==> src/pco_pkg.sv <==
// shared constants and carrier types for the clock synthesizer and clock output configuration block
package pco_pkg;

   // serial register frame: one read flag, fifteen address bits, eight data bits
   localparam int unsigned ADDR_W = 15;
   localparam int unsigned DATA_W = 8;
   localparam logic [4:0] CMD_LAST_BIT = 5'h0f;
   localparam logic [4:0] FRAME_LAST_BIT = 5'h17;

   // register offsets
   localparam int unsigned NUM_REGS = 6;
   localparam logic [2:0] IDX_REF_OUT = 3'h0;
   localparam logic [2:0] IDX_FBDIV_VP = 3'h1;
   localparam logic [2:0] IDX_FBDIV_N = 3'h2;
   localparam logic [2:0] IDX_BIAS = 3'h3;
   localparam logic [2:0] IDX_PREEMPH = 3'h4;
   localparam logic [2:0] IDX_TRIG = 3'h5;
   localparam logic [NUM_REGS-1:0][ADDR_W-1:0] REG_OFFSETS = {
      15'h0057, 15'h0048, 15'h003f, 15'h003e, 15'h003d, 15'h003c};

   // values after reset, in index order from the right
   localparam logic [NUM_REGS-1:0][DATA_W-1:0] REG_RESET = {
      8'h00, 8'h00, 8'h4f, 8'h20, 8'h00, 8'h01};

   // field positions
   localparam int unsigned REF_EN_BIT = 0;
   localparam int unsigned V_DIV_LSB = 0;
   localparam int unsigned P_DIV_LSB = 2;
   localparam int unsigned DIV_SEL_W = 2;
   localparam int unsigned N_DIV_LSB = 0;
   localparam int unsigned N_DIV_W = 6;
   localparam int unsigned BIAS_LSB = 0;
   localparam int unsigned BIAS_W = 7;
   localparam int unsigned PREEMPH_LSB = 0;
   localparam int unsigned PREEMPH_W = 4;
   localparam int unsigned TRIG_EN_BIT = 7;
   localparam int unsigned TRIG_SEL_LSB = 0;
   localparam int unsigned TRIG_SEL_W = 3;

   // serial output lanes sharing one pre-emphasis code
   localparam int unsigned LANES = 8;

   // trigger output selections and half periods counted in unit intervals
   localparam logic [2:0] TRIG_SEL_UI16 = 3'h0;
   localparam logic [2:0] TRIG_SEL_UI32 = 3'h1;
   localparam logic [2:0] TRIG_SEL_UI64 = 3'h2;
   localparam logic [2:0] TRIG_SEL_TIMESTAMP = 3'h3;
   localparam logic [5:0] TRIG_HALF_UI16 = 6'h08;
   localparam logic [5:0] TRIG_HALF_UI32 = 6'h10;
   localparam logic [5:0] TRIG_HALF_UI64 = 6'h20;

   typedef enum logic [2:0] {SPI_IDLE, SPI_CMD, SPI_LOAD, SPI_DATA, SPI_DONE} pco_spi_phase_t;

   typedef struct packed {
      logic wr;
      logic [ADDR_W-1:0] addr;
      logic [DATA_W-1:0] wdata;
   } pco_spi_req_t;

   typedef struct packed {
      logic valid;
      logic [2:0] v_ratio;
      logic [2:0] p_ratio;
      logic [5:0] n_ratio;
      logic [10:0] feedback_ratio;
   } pco_divider_t;

endpackage

==> src/pco_clock_config.sv <==
// synthesizer divider, reference output, pre-emphasis and trigger output configuration
`timescale 1ns/1ns
`default_nettype none

// Overview of operation
// - reference clock output is active when its enable bit and synthesizer enable are set
// - reference output enable bit resets to one so the output starts unprogrammed
// - second divider code 0,1,2 divides by 1,2,4; code 3 reserved
// - first divider code 0,1,2 divides by 5,4,3; code 3 reserved
// - third divider divides by its programmed value 1 to 63, reset value 32
// - one four-bit pre-emphasis code drives every serial lane together
// - trigger control resets to zero: enable bit 7, reserved 6:3, mode 2:0
// - trigger buffer and divider run only while the trigger enable is one
// - trigger mode selects 16, 32, 64 UI clock or resampled timestamp
module pco_clock_config
   import pco_pkg::*;
(
   input wire logic clk,
   input wire logic reset,
   input wire logic spi_sclk,
   input wire logic spi_csn,
   input wire logic spi_sdi,
   output logic spi_sdo,
   output logic spi_sdo_oe_n,
   input wire logic synth_enable,
   input wire logic synth_reset_bit,
   input wire logic serializer_ui_tick,
   input wire logic timestamp_input,
   output logic synth_reference_clock_output,
   output pco_pkg::pco_divider_t synth_divider,
   output logic [pco_pkg::BIAS_W-1:0] oscillator_bias,
   output logic [pco_pkg::LANES*pco_pkg::PREEMPH_W-1:0] lane_preemphasis,
   output logic trigger_out_enable,
   output logic trigger_clock_output
);
   import pco_pkg::*;

   typedef struct packed {
      logic [NUM_REGS-1:0][DATA_W-1:0] regs;
      logic ref_active;
      pco_divider_t divider;
      logic [BIAS_W-1:0] bias;
      logic [PREEMPH_W-1:0] preemph;
      logic trig_enable;
      logic [5:0] trig_count;
      logic trig_level;
      logic [1:0] stamp_sync;
   } pco_cfg_state_t;

   pco_cfg_state_t s;
   pco_cfg_state_t next_s;
   pco_spi_req_t req;
   logic [DATA_W-1:0] rdata;
   logic [3:0] rd_hit;
   logic [3:0] wr_hit;
   logic [11:0] ratio_product;
   logic [5:0] half_period;
   logic [DATA_W-1:0] trig_reg;

   // address decode shared by the read and write paths: bit 3 is the hit, bits 2:0 the index
   function automatic logic [3:0] reg_lookup(input logic [ADDR_W-1:0] addr);
      logic [3:0] hit;
      hit = 4'h0;
      for (int i = 0; i < NUM_REGS; i++) begin
         if (addr == REG_OFFSETS[i]) begin
            hit = {1'b1, 3'(i)};
         end
      end
      return hit;
   endfunction

   function automatic logic [2:0] first_ratio(input logic [DIV_SEL_W-1:0] code);
      logic [2:0] r;
      unique case (code)
         2'h0: r = 3'h5;
         2'h1: r = 3'h4;
         2'h2: r = 3'h3;
         default: r = 3'h0;
      endcase
      return r;
   endfunction

   function automatic logic [2:0] second_ratio(input logic [DIV_SEL_W-1:0] code);
      logic [2:0] r;
      unique case (code)
         2'h0: r = 3'h1;
         2'h1: r = 3'h2;
         2'h2: r = 3'h4;
         default: r = 3'h0;
      endcase
      return r;
   endfunction

   pco_spi_slave u_spi (
      .clk(clk),
      .reset(reset),
      .spi_sclk(spi_sclk),
      .spi_csn(spi_csn),
      .spi_sdi(spi_sdi),
      .spi_sdo(spi_sdo),
      .spi_sdo_oe_n(spi_sdo_oe_n),
      .req(req),
      .rdata(rdata)
   );

   always_comb begin
      next_s = s;
      rd_hit = reg_lookup(req.addr);
      wr_hit = reg_lookup(req.addr);
      ratio_product = 12'h000;
      half_period = TRIG_HALF_UI16;
      trig_reg = s.regs[IDX_TRIG];

      // all bits, reserved ones too, are stored and read back as written
      rdata = rd_hit[3] ? s.regs[rd_hit[2:0]] : 8'h00;
      if (req.wr && wr_hit[3]) begin
         next_s.regs[wr_hit[2:0]] = req.wdata;
      end

      next_s.ref_active = s.regs[IDX_REF_OUT][REF_EN_BIT] & synth_enable;

      // divider settings only pass to the synthesizer while its reset holds, so a
      // half-written divider set never reaches a locked loop
      if (synth_reset_bit) begin
         next_s.divider.v_ratio = first_ratio(s.regs[IDX_FBDIV_VP][V_DIV_LSB +: DIV_SEL_W]);
         next_s.divider.p_ratio = second_ratio(s.regs[IDX_FBDIV_VP][P_DIV_LSB +: DIV_SEL_W]);
         next_s.divider.n_ratio = s.regs[IDX_FBDIV_N][N_DIV_LSB +: N_DIV_W];
         ratio_product = next_s.divider.v_ratio * next_s.divider.p_ratio * next_s.divider.n_ratio;
         next_s.divider.feedback_ratio = ratio_product[10:0];
         // reserved selector codes and a zero third divider are flagged, not guessed at
         next_s.divider.valid = (ratio_product != 12'h000);
      end

      next_s.bias = s.regs[IDX_BIAS][BIAS_LSB +: BIAS_W];
      next_s.preemph = s.regs[IDX_PREEMPH][PREEMPH_LSB +: PREEMPH_W];

      // timestamp pin is asynchronous to clk
      next_s.stamp_sync = {s.stamp_sync[0], timestamp_input};

      next_s.trig_enable = trig_reg[TRIG_EN_BIT];
      if (!trig_reg[TRIG_EN_BIT]) begin
         next_s.trig_count = 6'h00;
         next_s.trig_level = 1'b0;
      end else begin
         unique case (trig_reg[TRIG_SEL_LSB +: TRIG_SEL_W])
            TRIG_SEL_UI16: half_period = TRIG_HALF_UI16;
            TRIG_SEL_UI32: half_period = TRIG_HALF_UI32;
            TRIG_SEL_UI64: half_period = TRIG_HALF_UI64;
            default: half_period = TRIG_HALF_UI16;
         endcase
         if (trig_reg[TRIG_SEL_LSB +: TRIG_SEL_W] == TRIG_SEL_TIMESTAMP) begin
            next_s.trig_count = 6'h00;
            next_s.trig_level = s.stamp_sync[1];
         end else if (trig_reg[TRIG_SEL_LSB +: TRIG_SEL_W] > TRIG_SEL_TIMESTAMP) begin
            // reserved selections keep the output quiet
            next_s.trig_count = 6'h00;
            next_s.trig_level = 1'b0;
         end else if (serializer_ui_tick) begin
            // a mode change while running is not guarded; the count simply restarts at the next wrap
            if (s.trig_count >= half_period - 6'h01) begin
               next_s.trig_count = 6'h00;
               next_s.trig_level = ~s.trig_level;
            end else begin
               next_s.trig_count = s.trig_count + 6'h01;
            end
         end
      end
   end

   always_ff @(posedge clk) begin
      if (reset) begin
         s <= '0;
         s.regs <= REG_RESET;
         s.divider.v_ratio <= 3'h5;
         s.divider.p_ratio <= 3'h1;
         s.divider.n_ratio <= 6'h20;
         s.divider.feedback_ratio <= 11'h0a0;
         s.divider.valid <= 1'b1;
      end else begin
         s <= next_s;
      end
   end

   assign synth_reference_clock_output = s.ref_active;
   assign synth_divider = s.divider;
   assign oscillator_bias = s.bias;
   assign trigger_out_enable = s.trig_enable;
   assign trigger_clock_output = s.trig_level;

   // one common code fans out to every lane
   for (genvar g = 0; g < LANES; g++) begin : g_lane
      assign lane_preemphasis[g*PREEMPH_W +: PREEMPH_W] = s.preemph;
   end

endmodule
`default_nettype wire

==> src/pco_spi_slave.sv <==
// serial register port: oversampled frame receiver and read data shifter
`timescale 1ns/1ns
`default_nettype none
module pco_spi_slave
   import pco_pkg::*;
(
   input wire logic clk,
   input wire logic reset,
   input wire logic spi_sclk,
   input wire logic spi_csn,
   input wire logic spi_sdi,
   output logic spi_sdo,
   output logic spi_sdo_oe_n,
   output pco_pkg::pco_spi_req_t req,
   input wire logic [pco_pkg::DATA_W-1:0] rdata
);
   import pco_pkg::*;

   typedef struct packed {
      logic [1:0] sclk_sync;
      logic [1:0] csn_sync;
      logic [1:0] sdi_sync;
      logic sclk_prev;
      pco_spi_phase_t phase;
      logic [4:0] count;
      logic [23:0] shift;
      logic [DATA_W-1:0] rd_shift;
      logic sdo;
      logic sdo_oe_n;
      pco_spi_req_t req;
   } pco_spi_state_t;

   pco_spi_state_t s;
   pco_spi_state_t next_s;
   logic rise;
   logic fall;

   always_comb begin
      next_s = s;
      // only the second stage of each synchroniser feeds logic
      next_s.sclk_sync = {s.sclk_sync[0], spi_sclk};
      next_s.csn_sync = {s.csn_sync[0], spi_csn};
      next_s.sdi_sync = {s.sdi_sync[0], spi_sdi};
      next_s.sclk_prev = s.sclk_sync[1];
      next_s.req.wr = 1'b0;
      rise = s.sclk_sync[1] & ~s.sclk_prev;
      fall = ~s.sclk_sync[1] & s.sclk_prev;
      if (s.csn_sync[1]) begin
         next_s.phase = SPI_IDLE;
         next_s.count = 5'h00;
         next_s.sdo_oe_n = 1'b1;
         next_s.sdo = 1'b0;
      end else begin
         unique case (s.phase)
            SPI_IDLE: begin
               next_s.phase = SPI_CMD;
               next_s.count = 5'h00;
               next_s.sdo_oe_n = 1'b0;
            end
            SPI_CMD: begin
               if (rise) begin
                  next_s.shift = {s.shift[22:0], s.sdi_sync[1]};
                  next_s.count = s.count + 5'h01;
                  if (s.count == CMD_LAST_BIT) begin
                     next_s.req.addr = next_s.shift[ADDR_W-1:0];
                     next_s.phase = SPI_LOAD;
                  end
               end
            end
            // address is registered now, so the register file answers this cycle
            SPI_LOAD: begin
               next_s.rd_shift = s.shift[ADDR_W] ? rdata : 8'h00;
               next_s.phase = SPI_DATA;
            end
            SPI_DATA: begin
               if (fall) begin
                  next_s.sdo = s.rd_shift[DATA_W-1];
                  next_s.rd_shift = {s.rd_shift[DATA_W-2:0], 1'b0};
               end
               if (rise) begin
                  next_s.shift = {s.shift[22:0], s.sdi_sync[1]};
                  next_s.count = s.count + 5'h01;
                  if (s.count == FRAME_LAST_BIT) begin
                     next_s.req.wdata = next_s.shift[DATA_W-1:0];
                     next_s.req.wr = ~s.shift[22];
                     next_s.phase = SPI_DONE;
                  end
               end
            end
            SPI_DONE: begin
               next_s.phase = SPI_DONE;
            end
         endcase
      end
   end

   always_ff @(posedge clk) begin
      if (reset) begin
         s <= '0;
         s.sdo_oe_n <= 1'b1;
         s.csn_sync <= 2'h3;
         s.phase <= SPI_IDLE;
      end else begin
         s <= next_s;
      end
   end

   assign spi_sdo = s.sdo;
   assign spi_sdo_oe_n = s.sdo_oe_n;
   assign req = s.req;

endmodule
`default_nettype wire

==> config.mk <==
export PLATFORM = sky130hd
export DESIGN_NAME = pco_clock_config
export DESIGN_NICKNAME = d
export VERILOG_FILES = /design/src/pco_pkg.sv /design/src/pco_clock_config.sv /design/src/pco_spi_slave.sv
export SDC_FILE = /design/constraint.sdc
export NUM_CORES = 1
export LEC_CHECK = 0
export BUFFER_PORTS_ARGS = -buffer_cell sky130_fd_sc_hd__buf_4
export CORE_UTILIZATION = 40
export DETAILED_ROUTE_END_ITERATION = 6
export HOLD_SLACK_MARGIN = 0.03
export PLACE_DENSITY = 0.72
export SETUP_SLACK_MARGIN = 0.4
export SYNTH_ARGS = -nofsm -noshare
export SYNTH_HDL_FRONTEND = slang
export SYNTH_SLANG_ARGS = --single-unit
==> constraint.sdc <==
create_clock -name clk -period 5.4 [get_ports clk]
set_input_delay 1.08 -clock clk [delete_from_list [all_inputs] [get_ports clk]]
set_output_delay 1.08 -clock clk [all_outputs]
set_load 0.005 [all_outputs]
After elaboration in Yosys (flattened, before gate mapping). Cells that the tools add are included.

Register bits after elaboration: 166. Latch bits: 0. Memory bits (writable): 0. ROM bits: 0. Input port bits: 9. Output and inout port bits: 68. Word-level logic and storage cells: 132. Memories kept: 0.

$add $sub $neg: 3. Multipliers: 2. Div/mod/pow operators: 0. Magnitude comparators: 4. Equal/unequal tests: 24. Shifts and indexed selects: 0. Muxes and demuxes: 33. Bitwise logic cells: 12. Reduce and logical (&&, ||, !) cells: 23.

Operator list (number): 32-bit two-way mux (2); 15-bit by 6-bit equality test with 1-bit output, second input constant (4); 48-bit bitwise mux (1); 23-bit case mux with 2 select lines (1); 8-bit two-way mux (4); 15-bit by 7-bit equality test with 1-bit output, second input constant (2); 8-bit binary-select mux with 3-bit select (1); 8-bit demux with 3-bit select (1); 4-bit two-way mux (6); 3-bit case mux with 3 select lines (2); 8-bit case mux with 2 select lines (1); 4-bit AND reduction (4); 3-bit case mux with 5 select lines (1); 5-bit case mux with 3 select lines (1); 3-bit by 2-bit equality test with 1-bit output, second input constant (4); 6-bit by 6-bit multiplier with 12-bit output (1); 3-bit two-way mux (4); 6-bit two-way mux (2); 6-bit case mux with 2 select lines (1); 12-bit nonzero test (1); 2-bit by 1-bit != test with 1-bit output, second input constant (5); 9-bit two-way mux (1); 1-bit inverter (9); 3-bit nonzero test (3); 25 further kinds (39).

Longest topological paths before layout. Gate-level depths: netlist of the first run.

Depth after elaboration: 12. Gate-level depth with buffers: 21. Depth with buffers taken out: 20.

Cells and area by module. Synthesis of the first run repeated with hierarchy kept, for this count alone.

Cell total of the unflattened synthesis: 996. Area total of the unflattened synthesis: 8949.8 sq um.

By module, submodules not included: pco_clock_config (instances 1, cells each 653, area each 5987.0 sq um, sequential area each 1881.8 sq um); pco_spi_slave (instances 1, cells each 343, area each 2962.8 sq um, sequential area each 1441.4 sq um).

Worst setup path after synthesis of the first run. OpenSTA, ideal clock, no wires.

Path kind: flip-flop to flip-flop. Start point: reg s[57] (netlist name). End point: reg s (netlist bit synth_divider[23]). Setup time: 124 ps. Arrival: 5293 ps. Required time: 5276 ps. Slack: -16 ps. Cell stages (with the launch flop): 21. Buffers on the path: 1. Period minus slack after synthesis: 5416 ps. Cells stage by stage: dfxtp_1 clkbuf_1 or3b_2 fa_1 inv_1 ha_1 fa_1 xor2_1 and2_1 fa_1 fa_1 inv_1 fa_1 inv_1 ha_1 o21ai_0 a21oi_1 o221ai_1 xnor2_1 nor4_1 a21oi_1.

Longest elaborated chain between the ends: 6. Elaborated cells on any way between the ends: 8. Those cells by class: 2 x mul; 2 x eq/ne; 2 x mux; 2 x reduce/logical.

Ends and longest elaborated chain: start, declared (RTL line pco_clock_config.sv:50) `pco_cfg_state_t s;`; start signal, assigned (RTL line pco_clock_config.sv:180) `s <= next_s;`; 2-bit equality test (tied with other cells) (RTL line pco_clock_config.sv:85) `unique case (code)`; 3-bit case mux with 3 select lines (*) (RTL line pco_clock_config.sv:85); 3-bit two-way mux (*) (RTL line pco_clock_config.sv:124) `if (synth_reset_bit) begin`; 3-bit by 3-bit multiplier with 6-bit output (*) (RTL line pco_clock_config.sv:128) `ratio_product = next_s.divider.v_ratio * next_s.divider.p_ratio * next_s.divider.n_ratio;`; 6-bit by 6-bit multiplier with 12-bit output (*) (RTL line pco_clock_config.sv:128); 12-bit nonzero test (*) (RTL line pco_clock_config.sv:131) `next_s.divider.valid = (ratio_product != 12'h000);`.

Every way passes the cells marked *; elsewhere a longest branch is shown, timed or not. The select of a mux whose other input is x is not followed. A chain may end at the register's enable or synchronous reset.

Worst setup path after layout of the first run.
Start point: reg s[57] (netlist name). End point: reg s (netlist bit synth_divider[10]).

Longest elaborated chain between the ends: 5. Elaborated cells on any way between the ends: 7. Those cells by class: 2 x mul; 2 x eq/ne; 2 x mux; 1 x reduce/logical.

Ends and longest elaborated chain (RTL line): 2-bit equality test (tied with other cells) (pco_clock_config.sv:85); 3-bit case mux with 3 select lines (*) (pco_clock_config.sv:85); 3-bit two-way mux (*) (pco_clock_config.sv:124); 3-bit by 3-bit multiplier with 6-bit output (*) (pco_clock_config.sv:128); 6-bit by 6-bit multiplier with 12-bit output (*) (pco_clock_config.sv:128).

Marked as above.

==> flow_summary.toml, run 1 <==
[yosys]
synth_edf_count = 0
synth_fp_nets = 1017
synth.avg_cell_area_um2 = 8.98
synth_cells = 958
synth.largest_area_cell = "dfxtp_1"
async_reset_ff_frac = 0
ys_warn_count = 0
synth_area_leaders = "dfxtp_1 39%, mux2i_1 10%, buf_4 5.8%"
yosys_register_bits = 166
synth.distinct_cells = 70
ys.flop_type = "dfxtp_1"
synth_top_area_frac = 0.386
synth_seq_area_share = 0.386
syn_area_mm2 = 0.00860

[sta]
rsz0062_at_grt = "yes"
slew_headroom = 0.344
worst_pin_slew_ns = 0.982
hold_viol_final = 0
finalClockSkew_ns = 0.00880
fin_crit_sh = 0.949
finalSetupViolCount = 0
fin_crit_ns = 5.12
drv_slew = 0
tns_ns = 0
fmax_mhz = 195

[pwr]
seqPwrFrac = 0.503
switching_share = 0.217
leakage_nw = 4.02
vdd_ir_drop_max_mv = 0.234
power.switching_mw = 0.532
power_density_mw_per_mm2 = 251
finalPower_mw = 2.45
power_frac_comb = 0.020
p_int_mw = 1.92
clockPowerShare = 0.477

[floorplanning]
start_util = 0.409
rows = 53
die_y_um = 149
dieArea_mm2 = 0.0221
design.core.area_mm2 = 0.0210
fp.dieW_um = 149
pin_count = 77

[finish]
final_common_cell = "dfxtp_1"
antenna_cells = 0
largest-register = "u_spi.s"
reg_top3 = "u_spi.s (42), s (36)"
syn2layout_area_growth_pct = 13.4
nNetsFinal = 1017
layout_common_cells = "162 x dfxtp_1, 128 x nor2_1, 92 x buf_4, 90 x nand2_1, 88 x mux2i_1"
drive_gt1_frac = 0.205
largest_reg_flops = 42

[setup_path]
start_kind = "register"
crit_path_frequent_cell = "fa_1"
crit_path_end_kind = "register"
cpPeakStageDelay_ns = 0.54
criticalPathCategory = "register to register"
worstPathRequired_ns = 5.68
cpMaxStageDelayCell = "fa_1"
worstPathMaxFanout = 5
crit_path_cell_trace = "buf_4 -> or3b_4 -> fa_1 -> inv_1 -> ha_2 -> fa_2 -> xor2_4 -> and2_4 -> fa_1 -> fa_1 -> inv_2 -> fa_1 -> inv_2 -> ha_4 -> nor3_4 -> nor2_2 -> a21oi_2 -> xnor2_2 -> mux2i_1 -> nor2_1"
path_delay_family = "adder cells"
crit_buf_inv = 4
worstPathArrival_ns = 5.41

[min_path]
hold_path.class = "register to register"

[cts]
clk_latency_ns = 0.43
clock_path_buffers = 2
cts_hold_repair.buffers = 0
root_buffer = "clkbuf_16"
cts.sinks = 166
h-tree-depth = 4
cts_inserted_buffers = 17
cts_tree = "yes"
clk_pin_slew_worst_paths_ns = 0.06

[route]
drcViolationCount = 0
drt-pass1-iter-count = 5
wl_per_cell_um = 15.1
routed_wl_um = 18800
via_per_inst = 5.04
num_vias = 6276
drtAntennaViolNets = 0
drtIter0Drc = 394

[global_routing]
track_usage = 0.177
grt_pass1_wl_um = 30900
antenna_found_initial = 0
grt-ovfl-total = 0
grt_pass1_vias = 5989
grt_max_degree = 89

[placed_design]
port_buffers = 76
hpwl_um = 12700
gp_congestion = 0.844

[flow_run]
maxCapViolCount = 0

[outcome]
outcome = "complete, no violations"
[power by group through the flow]
stage | Combinational (mW) | Clock [mW] | Sequential, mW
6_report | 0.0480 | 1.17 | 1.23
5_1_grt | 0.0531 | 1.25 | 1.23
4_1_cts | 0.0487 | 1.19 | 1.23
3_5_place_dp | 0.0480 | 0 | 1.26
3_3_place_gp | 0.0479 | 0 | 1.26
2_1_floorplan | 0.0360 | 0 | 1.26
[path summary, 6_finish.rpt]
kind	start	end	slack, ns	depth (start not counted)
max reg2reg	s[57]$_SDFFE_PP0P_	synth_divider[10]$_SDFFE_PP0P_	0.28	20
min	u_spi.s[56]$_SDFFE_PP0P_	u_spi.req[23]$_SDFF_PP0_	0.42	1
max	s[57]$_SDFFE_PP0P_	synth_divider[10]$_SDFFE_PP0P_	0.28	20
min reg2reg	u_spi.s[56]$_SDFFE_PP0P_	u_spi.req[23]$_SDFF_PP0_	0.42	1
[routing by layer]
layer,vias up,part of all wire,GRT usage
met5,-,0,0
li1,3141,-,-
met2,93,0.48,0.286
met3,28,0.033,0.0387
met1,3014,0.47,0.234
met4,0,0.020,0.0598
[logic make-up after synthesis]
| family | count (synthesis) | synth area share |
|---|---|---|
| simple gates | 368 | 0.213 |
| flops | 166 | 0.386 |
| compound gates | 118 | 0.0915 |
| xor+xnor | 16 | 0.0163 |
| mux | 90 | 0.105 |
| buf+inv | 149 | 0.0978 |
| other cells | 1 | 0.000436 |
| fa+ha+maj | 50 | 0.0893 |
[cells in the mapped netlist, types with 3 or more instances]
| library cell | number |
|---|---|
| clkbuf_1 | 32 |
| nor4_1 | 3 |
| buf_2 | 9 |
| nand2b_1 | 15 |
| xnor2_1 | 6 |
| buf_6 | 3 |
| nand4b_1 | 3 |
| fa_1 | 19 |
| xor2_1 | 10 |
| nand3_1 | 8 |
| a211oi_1 | 5 |
| nand3b_1 | 3 |
| nor3b_1 | 3 |
| nand2_1 | 91 |
| and3_1 | 5 |
| inv_1 | 35 |
| o21ai_0 | 20 |
| buf_4 | 66 |
| mux2i_1 | 88 |
| dfxtp_1 | 166 |
| buf_1 | 3 |
| nor2b_1 | 30 |
| a211o_1 | 11 |
| or2_2 | 9 |
| nor3_1 | 8 |
| a21oi_1 | 45 |
| nand4_1 | 9 |
| and2_1 | 27 |
| nor2_1 | 130 |
| a2bb2oi_1 | 5 |
| ha_1 | 31 |
| o2111ai_1 | 7 |
| a311oi_1 | 5 |
[stage by stage]
step | cell area (um^2) | setup WS [ns] | hold WS [ns] | std cells | util
final | 9760 | 0.277 | 0.423 | 1246 | 0.464
after global routing | 9760 | 0.0786 | 0.454 | 1246 | 0.464
after CTS | 9690 | 0.331 | 0.426 | 1244 | 0.461
after detailed placement | 8950 | 0.187 | 0.413 | 1201 | 0.426
after global placement | 8950 | 0.302 | 0.410 | 1201 | 0.426
after floorplan | 8700 | 0.406 | 0.389 | 958 | -
[area by class of cell]
| type | count | area (um^2) |
|---|---|---|
| Fill cell | 1959 | 11300 |
| Tap cell | 275 | 344 |
| Sequential cell | 166 | 3330 |
| Inverter | 36 | 135 |
| Clock inverter | 10 | 96.3 |
| Multi-Input combinational cell | 643 | 4650 |
| Timing Repair Buffer | 94 | 722 |
| Clock buffer | 22 | 474 |
[timing repair]
action	CTS	global route
setup endpoints to repair	5	7
buffers inserted	11	2
resized for setup	25	15
pin swaps	18	15
gates cloned	0	0
No activity file was read; power rests on OpenSTA's default activity.
==> run 2: changes to the inputs <==
Settings changed: CORE_ASPECT_RATIO from default to 0.6.
==> run 2 against run 1 <==
  * First-iteration DRC count increased by 58%
  * Flip-flop and latch count is the same
  * Non-clock buffer count is 3 lower
  * Via count grew 2.5%
  * Sequential power about the same
  * Global-route usage up 1.1 points
  * Highest routed layer unchanged
==> flow_summary.toml, run 2 (same netlist as run 1, synthesis figures left out) <==
[sta]
finalSetupViolCount = 0
fmax_mhz = 197
fin_crit_ns = 5.08
hold_viol_final = 0
slew_headroom = 0.347
drv_slew = 0
worst_pin_slew_ns = 0.978
finalClockSkew_ns = 0.0147
tns_ns = 0
rsz0062_at_grt = "yes"
fin_crit_sh = 0.940

[pwr]
vdd_ir_drop_max_mv = 0.222
leakage_nw = 4.03
power_density_mw_per_mm2 = 262
finalPower_mw = 2.55

[route]
via_per_inst = 5.16
wl_per_cell_um = 15.9
drtAntennaViolNets = 0
drt-pass1-iter-count = 5
drtIter0Drc = 624
drcViolationCount = 0
num_vias = 6435
routed_wl_um = 19900

[finish]
antenna_cells = 0
final_common_cell = "dfxtp_1"
syn2layout_area_growth_pct = 13.6
final_core_util = 0.464
drive_gt1_frac = 0.198
largest_reg_flops = 42
nNetsFinal = 1014
stdcell_count = 1247
largest-register = "u_spi.s"
reg_top3 = "u_spi.s (42), s (36)"
fill_cells = 1975
layout_common_cells = "162 x dfxtp_1, 127 x nor2_1, 90 x nand2_1, 88 x mux2i_1, 88 x buf_4"

[global_routing]
grt_pass1_wl_um = 32300
grt_pass1_vias = 5973
track_usage = 0.188
grt_max_degree = 81
grt-ovfl-total = 0
antenna_found_initial = 0

[cts]
h-tree-depth = 4
cts.sinks = 166
clock_path_buffers = 2
cts_tree = "yes"
root_buffer = "clkbuf_16"
clk_pin_slew_worst_paths_ns = 0.07
cts_inserted_buffers = 17
clk_latency_ns = 0.44

[placed_design]
dp.cells = 1205
hpwl_um = 13800
gp_congestion = 0.893
port_buffers = 76

[flow_run]
maxCapViolCount = 0

[floorplanning]
start_util = 0.409
fp.dieW_um = 191
design.core.area_mm2 = 0.0210
die_y_um = 116
dieArea_mm2 = 0.0221
pin_count = 77
rows = 41

[setup_path]
criticalPathCategory = "register to register"
worstPathRequired_ns = 5.76
crit_path_end_kind = "register"
worstPathMaxFanout = 6
worstPathArrival_ns = 5.44
start_kind = "register"

[outcome]
outcome = "complete, no violations"

[min_path]
hold_path.class = "register to register"
-- run 2: path summary, 6_finish.rpt --
kind,start,to,slack [ns],cells past startpoint
setup / recovery,s[54]$_SDFFE_PP0P_,synth_divider[10]$_SDFFE_PP0P_,0.32,18
setup reg to reg,s[54]$_SDFFE_PP0P_,synth_divider[10]$_SDFFE_PP0P_,0.32,18
hold / removal,next_s[1]$_SDFF_PP0_,s[1]$_SDFF_PP0_,0.44,1
hold reg to reg,next_s[1]$_SDFF_PP0_,s[1]$_SDFF_PP0_,0.44,1
-- run 2: report_power, final --
group          leakage (nW)  internal (mW)  switching (mW)
registers              1.34           1.23         0.00327
logic                  2.40         0.0177          0.0301
clock network         0.286          0.754           0.520
total                  4.03           2.00           0.553
-- run 2: metrics by stage --
step | cell area (um^2) | worst slack, ns | hold WS (ns)
after floorplan | 8700 | 0.406 | 0.389
after global placement | 8950 | 0.164 | 0.407
after global routing | 9770 | 0.106 | 0.451
final | 9770 | 0.324 | 0.438
after detailed placement | 8950 | 0.0572 | 0.401
after CTS | 9670 | 0.290 | 0.428
-- run 2: layout make-up --
cell class | count | area (um^2) | area share
inverters | 36 | 135 | 0.0138
well taps | 279 | 349 | 0.0357
multi-input cells | 643 | 4640 | 0.475
repair buffers | 91 | 703 | 0.0720
clock inverters | 11 | 148 | 0.0151
flip-flops and latches | 166 | 3330 | 0.341
clock buffers | 21 | 460 | 0.0471
-- run 2: critical path, cell delays in order, from the launching register on --
cell and delay (ns):
dfxtp_4 0.35, or3b_4 0.39, fa_1 0.56, inv_2 0.05
ha_4 0.16, fa_2 0.50, and2_4 0.20, fa_1 0.53
inv_1 0.05, fa_1 0.45, fa_1 0.54, inv_2 0.05
ha_4 0.30, o21ai_2 0.08, o211ai_1 0.19, a21oi_1 0.11
xnor2_1 0.27, mux2i_1 0.12, nor2_1 0.10
-- run 2: timing repair --
action	CTS	global route
gates resized for setup	16	21
endpoints found under the setup margin	6	7
hold buffers	0	0
buffers inserted	7	3
pin swaps	13	20
gates cloned	0	0
-- run 2: per-layer routing --
metal	routed length [um]	part of all wire	global-route usage	vias up
met1	10500	0.53	0.289	3053
met4	221	0.011	0.0593	0
met2	7560	0.38	0.250	219
met5	0	0	0	-
met3	1620	0.081	0.0491	21
li1	-	-	-	3142
